$ cat config.mk
export PLATFORM = sky130hd
export DESIGN_NAME = atp_host_writer
export DESIGN_NICKNAME = d
export VERILOG_FILES = /design/src/verilog/atp_pkg.sv /design/src/verilog/atp_host_writer.sv
export SDC_FILE = /design/constraint.sdc
export NUM_CORES = 1
export LEC_CHECK = 0
export CORE_ASPECT_RATIO = 1.75
export CORE_UTILIZATION = 35
export CTS_BUF_LIST = sky130_fd_sc_hd__clkbuf_4
export CTS_CLUSTER_SIZE = 10
export DETAILED_ROUTE_END_ITERATION = 8
export DONT_BUFFER_PORTS = 1
export PLACE_DENSITY = 0.5
export SYNTH_ARGS = -nofsm -noshare
export SYNTH_HDL_FRONTEND = slang
export SYNTH_SLANG_ARGS = --single-unit
$ cat constraint.sdc
create_clock -name clock -period 3.85 [get_ports clock]
set_input_delay 0 -clock clock [delete_from_list [all_inputs] [get_ports clock]]
set_output_delay 0 -clock clock [all_outputs]
set_load 0.03 [all_outputs]
$ cat src/verilog/atp_pkg.sv
`default_nettype none
package atp_pkg;
  // queue write addresses, they mark start, middle and end of a packet
  localparam logic [7:0] ADDR_FIRST     = 8'h80;
  localparam logic [7:0] ADDR_MID       = 8'h84;
  localparam logic [7:0] ADDR_FIRST_UPD = 8'h88;
  localparam logic [7:0] ADDR_LAST      = 8'h8c;

  // field positions in the control quadlet, counted from the lsb
  localparam int SPD_LSB    = 16;
  localparam int TLABEL_LSB = 10;
  localparam int RT_LSB     = 8;
  localparam int TCODE_LSB  = 4;
  localparam int PRI_LSB    = 0;
  // second and fourth quadlet
  localparam int DESTID_LSB = 16;
  localparam int RCODE_LSB  = 12;
  localparam int DLEN_LSB   = 16;

  localparam logic [1:0] SPD_S100  = 2'h0;
  localparam logic [1:0] SPD_S200  = 2'h1;
  localparam logic [1:0] SPD_S400  = 2'h2;
  localparam logic [1:0] SPD_UNDEF = 2'h3;

  localparam logic [1:0] RT_NEW    = 2'h0;
  localparam logic [1:0] RT_RETRYX = 2'h1;
  localparam logic [1:0] RT_RETRYA = 2'h2;
  localparam logic [1:0] RT_RETRYB = 2'h3;

  localparam logic [15:0] QUAD_BYTES = 16'h0004;
  localparam logic [1:0]  IDX_NODATA = 2'h2;
  localparam logic [1:0]  IDX_FULL   = 2'h3;

  typedef enum logic [1:0] {
    KIND_QUAD_NODATA = 2'b00,
    KIND_QUAD_DATA   = 2'b01,
    KIND_BLOCK       = 2'b10,
    KIND_BLOCK_WRESP = 2'b11
  } atp_kind_t;

  typedef struct packed {
    atp_kind_t   kind;
    logic [1:0]  spd;
    logic [5:0]  tLabel;
    logic [1:0]  rt;
    logic [3:0]  tCode;
    logic [3:0]  prioLevel;
    logic [9:0]  busNum;
    logic [5:0]  nodeNum;
    logic [15:0] offsetHigh;
    logic [31:0] offsetLow;
    logic        lockResp;
    logic [3:0]  respCode;
    logic [31:0] quadData;
    logic [15:0] dataLength;
    logic [15:0] extTcode;
    logic        isRequest;
  } atp_req_t;
endpackage
`default_nettype wire

$ cat src/verilog/atp_host_writer.sv
// Functional notes
// speed code placed; undefined code 11 refused
// outstanding request labels kept unique
// retry code copied into control quadlet
// transaction code copied from request
// cable mode forces priority bits zero
// destination id is bus and node
// misaligned destination offset refused
// data quadlet only for quadlet-with-data
// control quadlet, then two address quadlets
// fourth block quadlet upper half length
// fourth block quadlet lower half extended code
// zero length block sends no payload
// first payload byte in byte 0
// lock response code in offset top bits
// block write response built as quadlet
// write address marks start, middle, end
// control quadlet field positions fixed
// final partial payload quadlet zero padded
`timescale 1ns/100ps
`default_nettype none
module atp_host_writer #(
  parameter bit CABLE_MODE = 1'b1
) (
  input  wire logic              clock,
  input  wire logic              resetn,
  input  wire atp_pkg::atp_req_t req,
  input  wire logic              reqValid,
  output logic                   reqReady,
  output logic                   reqError,
  input  wire logic              payValid,
  input  wire logic [31:0]       payData,
  output logic                   payReady,
  input  wire logic              labelFree,
  input  wire logic [5:0]        labelFreeId,
  output logic                   qWr,
  output logic [7:0]             qAddr,
  output logic [31:0]            qData,
  input  wire logic              qReady,
  output logic                   busy
);
  import atp_pkg::*;

  typedef enum logic [1:0] {
    ST_IDLE = 2'b00,
    ST_HDR  = 2'b01,
    ST_PAY  = 2'b10
  } atp_state_t;

  atp_state_t  state_q;
  logic [31:0] hdr_q [4];
  logic [1:0]  idx_q;
  logic [1:0]  lastIdx_q;
  logic        hasPay_q;
  logic [15:0] rem_q;
  logic [63:0] labelBusy_q;
  logic        qWr_q;
  logic [7:0]  qAddr_q;
  logic [31:0] qData_q;
  logic        reqError_q;

  logic        accept;
  logic        bad;
  logic        refuse;
  logic        good;
  logic        slotFree;
  logic        emit;
  logic [7:0]  emitAddr;
  logic [31:0] emitData;
  logic        lastPay;
  logic [31:0] padMask;
  logic [31:0] q0;
  logic [31:0] q1;
  logic [31:0] q3;
  logic        blockLike;
  logic        noData;
  logic [5:0]  reqLabel;
  logic [15:0] reqLen;

  assign reqLabel  = req.tLabel;
  assign reqLen    = req.dataLength;
  assign reqReady  = (state_q == ST_IDLE);
  assign accept    = reqValid && reqReady;
  assign bad       = (req.spd == SPD_UNDEF)
                     || (req.offsetLow[1:0] != 2'h0)
                     || (req.isRequest && labelBusy_q[req.tLabel]);
  assign good      = accept && !bad;
  assign refuse    = accept && bad;
  assign blockLike = (req.kind == KIND_BLOCK);
  // block write response carries no length quadlet
  assign noData    = (req.kind == KIND_QUAD_NODATA)
                     || (req.kind == KIND_BLOCK_WRESP);

  always_comb begin
    q0 = '0;
    q0[SPD_LSB+:2]    = req.spd;
    q0[TLABEL_LSB+:6] = req.tLabel;
    q0[RT_LSB+:2]     = req.rt;
    q0[TCODE_LSB+:4]  = req.tCode;
    // cable nodes must see zero priority whatever the caller asked
    q0[PRI_LSB+:4]    = CABLE_MODE ? 4'h0 : req.prioLevel;
    q1 = '0;
    q1[DESTID_LSB+:16] = {req.busNum, req.nodeNum};
    if (req.lockResp) begin
      q1[RCODE_LSB+:4] = req.respCode;
    end else begin
      q1[15:0] = req.offsetHigh;
    end
    if (req.kind == KIND_QUAD_DATA) begin
      q3 = req.quadData;
    end else begin
      q3 = '0;
      q3[DLEN_LSB+:16] = req.dataLength;
      q3[15:0]         = req.extTcode;
    end
  end

  assign slotFree = !qWr_q || qReady;
  assign payReady = (state_q == ST_PAY) && slotFree;
  assign lastPay  = (rem_q <= QUAD_BYTES);

  always_comb begin
    case (rem_q[1:0])
      2'h1:    padMask = 32'hff000000;
      2'h2:    padMask = 32'hffff0000;
      2'h3:    padMask = 32'hffffff00;
      default: padMask = 32'hffffffff;
    endcase
    if (!lastPay) begin
      padMask = 32'hffffffff;
    end
  end

  always_comb begin
    emit     = 1'b0;
    emitAddr = ADDR_MID;
    emitData = '0;
    case (state_q)
      ST_HDR: begin
        emit     = slotFree;
        emitData = hdr_q[idx_q];
        if (idx_q == 2'h0) begin
          emitAddr = ADDR_FIRST;
        end else if (idx_q == lastIdx_q && !hasPay_q) begin
          emitAddr = ADDR_LAST;
        end
      end
      ST_PAY: begin
        emit     = payValid && slotFree;
        emitData = payData & padMask;
        if (lastPay) begin
          emitAddr = ADDR_LAST;
        end
      end
      default: begin
        emit = 1'b0;
      end
    endcase
  end

  always_ff @(posedge clock or negedge resetn) begin
    if (!resetn) begin
      state_q   <= ST_IDLE;
      idx_q     <= 2'h0;
      lastIdx_q <= 2'h0;
      hasPay_q  <= 1'b0;
      rem_q     <= 16'h0000;
    end else begin
      case (state_q)
        ST_IDLE: begin
          if (good) begin
            state_q   <= ST_HDR;
            idx_q     <= 2'h0;
            lastIdx_q <= noData ? IDX_NODATA : IDX_FULL;
            // zero length means the header ends the packet
            hasPay_q  <= blockLike && (req.dataLength != 16'h0000);
            rem_q     <= req.dataLength;
          end
        end
        ST_HDR: begin
          if (emit) begin
            if (idx_q == lastIdx_q) begin
              state_q <= hasPay_q ? ST_PAY : ST_IDLE;
            end else begin
              idx_q <= idx_q + 2'h1;
            end
          end
        end
        ST_PAY: begin
          if (emit) begin
            if (lastPay) begin
              state_q <= ST_IDLE;
              rem_q   <= 16'h0000;
            end else begin
              rem_q <= rem_q - QUAD_BYTES;
            end
          end
        end
        default: begin
          state_q <= ST_IDLE;
        end
      endcase
    end
  end

  // header words captured at accept so req may change afterwards
  always_ff @(posedge clock) begin
    if (good) begin
      hdr_q[0] <= q0;
      hdr_q[1] <= q1;
      hdr_q[2] <= req.offsetLow;
      hdr_q[3] <= q3;
    end
  end

  always_ff @(posedge clock or negedge resetn) begin
    if (!resetn) begin
      qWr_q   <= 1'b0;
      qAddr_q <= 8'h00;
      qData_q <= 32'h00000000;
    end else if (emit) begin
      qWr_q   <= 1'b1;
      qAddr_q <= emitAddr;
      qData_q <= emitData;
    end else if (qReady) begin
      qWr_q <= 1'b0;
    end
  end

  always_ff @(posedge clock or negedge resetn) begin
    if (!resetn) begin
      reqError_q <= 1'b0;
    end else begin
      reqError_q <= refuse;
    end
  end

  // label set beats a release of the same label in one cycle
  for (genvar i = 0; i < 64; i++) begin : g_label
    always_ff @(posedge clock or negedge resetn) begin
      if (!resetn) begin
        labelBusy_q[i] <= 1'b0;
      end else if (good && req.isRequest && req.tLabel == 6'(i)) begin
        labelBusy_q[i] <= 1'b1;
      end else if (labelFree && labelFreeId == 6'(i)) begin
        labelBusy_q[i] <= 1'b0;
      end
    end
  end

  assign qWr      = qWr_q;
  assign qAddr    = qAddr_q;
  assign qData    = qData_q;
  assign reqError = reqError_q;
  assign busy     = (state_q != ST_IDLE) || qWr_q;
endmodule
`default_nettype wire

==> impl_results.md, run 1 <==
- Main synth FF type: dfrtp_1
- CTS buffer count: between 50 and 60
- Top cells by area, synth: edfxtp_1 31%, dfrtp_1 29%, o21ai_0 5.4%
- FP Rows: 84
- Asr flop ratio synth: between 50% and 60%
- Post-synth EDFFs: 110
- Top Ports: 243
- Clock Tree Buf Depth: 3
- Cts hold-fix bufs: 276
- Yosys top cell by area: edfxtp_1
- Failed at: clock tree synthesis
- CTS sink cnt: ~230
- Synth warn: 0
- Synthesized flop and latch total: between 200 and 250
- Synthesized area per cell: between 10 and 15 µm²
- H-tree lvl count: 2
- Top cell type's share of synthesized area: 30.51%
- Dpl cells: ~1300
- Gpl congestion: 0.8598
- Outcome: stopped before the end
- Sequential fraction of the synthesis area: between 50% and 60%
- Most frequent cells after synthesis: 124 x dfrtp_1, 117 x o21ai_0, 110 x edfxtp_1, 90 x nand2_1, 85 x o21ai_1
- Post-Syn Area: between 10000 and 15000 µm²
- Port buffer count: 0
- Die H: ~230 µm
- Count of different cell masters after synthesis: 50
- Root Driver: clkbuf_4
- Cells after Synth: between 900 and 1000
- Place WS: roughly 0.54 ns
- Starting Density: 35.77%
- Die Wd: between 100 and 150 µm
- Post-CTS Setup Bufs: 0
- PostCTS Resize Cnt: 0
- Top-count cell post-synth: dfrtp_1
- Run Error: [ERROR RSZ-0060] Max buffer count reached.
- Hpwl dp: ~23000 µm
logic make-up after synthesis:
| logic type | after synthesis | synth area share, % |
|---|---|---|
| compound gates | 291 | 15.24 |
| fa+ha+maj | 10 | 1.156 |
| xor+xnor | 2 | 0.1618 |
| simple gates | 206 | 9.025 |
| other cells | 1 | 0.03463 |
| buf+inv | 77 | 3.143 |
| flops | 234 | 59.16 |
| mux | 101 | 12.08 |
through the flow:
| step | utilization [%] | hold slack [ns] | instance area, µm² |
|---|---|---|---|
| detailed placement | 37.13 | -0.2829 | 11240 |
| floorplan | - | -0.2956 | 10840 |
| global placement | 37.13 | -0.2822 | 11240 |
==> run 2, diff against run 1 <==
==> config.mk (replaced) <==
export PLATFORM = sky130hd
export DESIGN_NAME = atp_host_writer
export DESIGN_NICKNAME = d
export VERILOG_FILES = /design/src/verilog/atp_pkg.sv /design/src/verilog/atp_host_writer.sv
export SDC_FILE = /design/constraint.sdc
export NUM_CORES = 1
export LEC_CHECK = 0
export CORE_UTILIZATION = 20
export DETAILED_ROUTE_END_ITERATION = 8
export DONT_BUFFER_PORTS = 1
export PLACE_DENSITY_LB_ADDON = 0.15
export SYNTH_ARGS = -nofsm -noshare
export SYNTH_HDL_FRONTEND = slang
export SYNTH_SLANG_ARGS = --single-unit
==> constraint.sdc (replaced) <==
create_clock -name clock -period 5 [get_ports clock]
set_input_delay 0 -clock clock [delete_from_list [all_inputs] [get_ports clock]]
set_output_delay 0 -clock clock [all_outputs]
set_load 0.03 [all_outputs]
==> impl_results.md, run 2 <==
- RSZ-0062 raised after global routing: no
- Gr usage total: between 10% and 20%
- Share of cells above drive strength 1: 11.01%
- CTS tree: built
- Kind of critical path: reg2reg
- Worst-Margin Slew: 1.051 ns
- FP Rows: 84
- Clock Tree Buf Depth: 3
- Clk_lat worst skew: about 0.60 ns
- Via count: approximately 8300
- Gpl congestion: just under 0.8
- Placed Area: ~12000 µm²
- Yosys top cell by area: edfxtp_1
- Worst path max stage delay: approximately 0.46 ns
- Hold Vio Cnt, Final: 0
- DRC violations left: 0
- Max FFs per register: 110
- CTS sink cnt: roughly 230
- Top cells by area, synth: edfxtp_1 31%, dfrtp_1 29%, o21ai_0 5.4%
- WP buf/inv: 3
- Final TNS setup: 0 ns
- Synthesized flop and latch total: ~230
- Vias in the first global route: roughly 9000
- Worst-path clk slew: 0.06 ns
- Setup-failing EPs final: 0
- Port buffer count: 0
- Hpwl dp: between 20000 and 30000 µm
- Commonest cells after routing, fill and taps aside: 206 x dlygate4sd3_1, 122 x dfrtp_1, 117 x o21ai_0
- Relative slew slack: between 20% and 30%
- WL/cell: 21.77 µm
- Worst EP arrival: between 4 and 5 ns
- H-tree lvl count: 1
- Top-count cell post-synth: dfrtp_1
- Fmax: 259.8 MHz
- Crit path cell chain: mux4_2, nor2b_1, a2111oi_0, nor4_1, a2111oi_4, nand4_1, buf_4, inv_4, buf_4
- Count of different cell masters after synthesis: 50
- Hold Crit Class: in2async
- Sequential fraction of the synthesis area: about three fifths
- Final wirelength: 39930 µm
- Crit. End Element: register
- Antenna violations before repair: 3
- Pin count of the biggest net entering global routing: 125
- Peak supply drop: between 0.0003 and 0.0004 V
- Final Cycle Share: roughly three quarters
- Commonest non-fill, non-tap cell in the layout: dlygate4sd3_1
- Worst Path Required: 5.28 ns
- Asr flop ratio synth: 52.99%
- Final #Nets: 1327
- CTS buffer count: 31
- Initial DRC Count: between 400 and 500
- Post-synth EDFFs: 110
- Top Ports: between 200 and 250
- Antenna-violating nets left: 0
- Layout Skew: between 0.03 and 0.04 ns
- Count of final max-slew check failures: 0
- PostCTS Resize Cnt: 0
- Post-Syn Area: 10830 µm²
- Router iterations before antenna repair: 5
- Worst setup SP type: register
- Die Wd: about 230 µm
- Top cell type's share of synthesized area: 30.51%
- Starting Density: around a fifth
- Crit Path Max Fanout: 33
- LEAKAGE: 5.394 nW
- Max cap viols: 0
- Final min period: approximately 3.8 ns
- CP most frequent cell: buf_4
- Finished Cell Area: 14800 µm²
- Cells after Synth: about 900
- Area growth, synth to finish: 36.66%
- Worst path slowest cell: mux4_2
- Top reg by flops: hdr_q
- Synthesized area per cell: 11.74 µm²
- Vias per cell: between 4 and 5
- Full die area: ~55000 µm²
- Root Driver: clkbuf_16
- Main synth FF type: dfrtp_1
- Delay-heaviest family, CP: buffers and inverters
- Core Region: 53080 µm²
- Overflow after GRT: 0
- Die H: around 230 µm
- PwrDens: around 460 nW/µm²
- Synth warn: 0
- Global-route wire length before repair: about 60000 µm
- Most frequent cells after synthesis: 124 x dfrtp_1, 117 x o21ai_0, 110 x edfxtp_1, 90 x nand2_1, 85 x o21ai_1
- Outcome: completed
## run 2: metal layers
metal / global-route usage (%) / vias up / wire length [µm]
met3: 2.890 / 49 / 1951
met4: 3.110 / 2 / 799
li1: - / 3830 / -
met1: 18.73 / 4183 / 17750
met5: 0 / - / 19
met2: 24.63 / 228 / 19410
## run 2: path summary, 6_finish.rpt
path / slack, ns / endpoint / startpoint / cells after the start
worst min register to register: 0.49 / lastIdx_q[1] / lastIdx_q[1] / 1
worst min-delay path: 0.02 / rem_q[4] / resetn / 2
worst max register to register: 1.15 / hdr_q[3][2] / labelBusy_q[26] / 9
worst max-delay path: 1.15 / hdr_q[3][2] / labelBusy_q[26] / 9
min in group clock: 0.04 / hdr_q[2][5] / req[75] / 1
max in group asynchronous: 4.31 / labelBusy_q[22] / resetn / 2
## run 2: final cells by class
type                            count  area [µm²]
Timing Repair Buffer              219        2217
Inverter                           18       70.07
Clock inverter                     14       261.5
Tap cell                          688       860.8
Multi-Input combinational cell    615        4110
Clock buffer                       44       864.6
Antenna cell                        2       5.005
Fill cell                        5523       38280
Sequential cell                   234        6409
## run 2: kinds of logic after synthesis
family	synth area share, %
multiplexers	12.08
AND/OR/NAND/NOR	9.025
XOR/XNOR	0.1618
buffers and inverters	3.143
flip-flops	59.16
adder cells (fa/ha/maj)	1.156
other	0.03463
AO/OA/AOI/OAI	15.24
## run 2: per-stage QoR
step	setup WS, ns	total power [mW]	std cells	utilization, %	hold WS, ns
after floorplan	1.345	3.682	926	-	-0.2956
after global placement	1.006	4.143	1566	21.78	-0.2913
after detailed placement	1.012	4.145	1566	21.78	-0.2914
after CTS	0.9950	6.856	1832	27.87	0.005663
after global routing	0.7393	7.094	1834	27.88	0.006192
final	1.151	6.750	1834	27.88	0.02410
## run 2: power by group
| group | switching, mW | total [mW] | internal [mW] |
|---|---|---|---|
| Clock | 0.916 | 2.48 | 1.56 |
| Sequential | 0.460 | 2.75 | 2.29 |
| Combinational | 0.942 | 1.52 | 0.577 |
## run 2: timing repair
item | 4_1_cts | 5_1_grt
hold endpoints to repair | 351 | 0
buffers inserted | 0 | 0
hold buffers | 208 | 0
(Power assumes the default switching activity.)
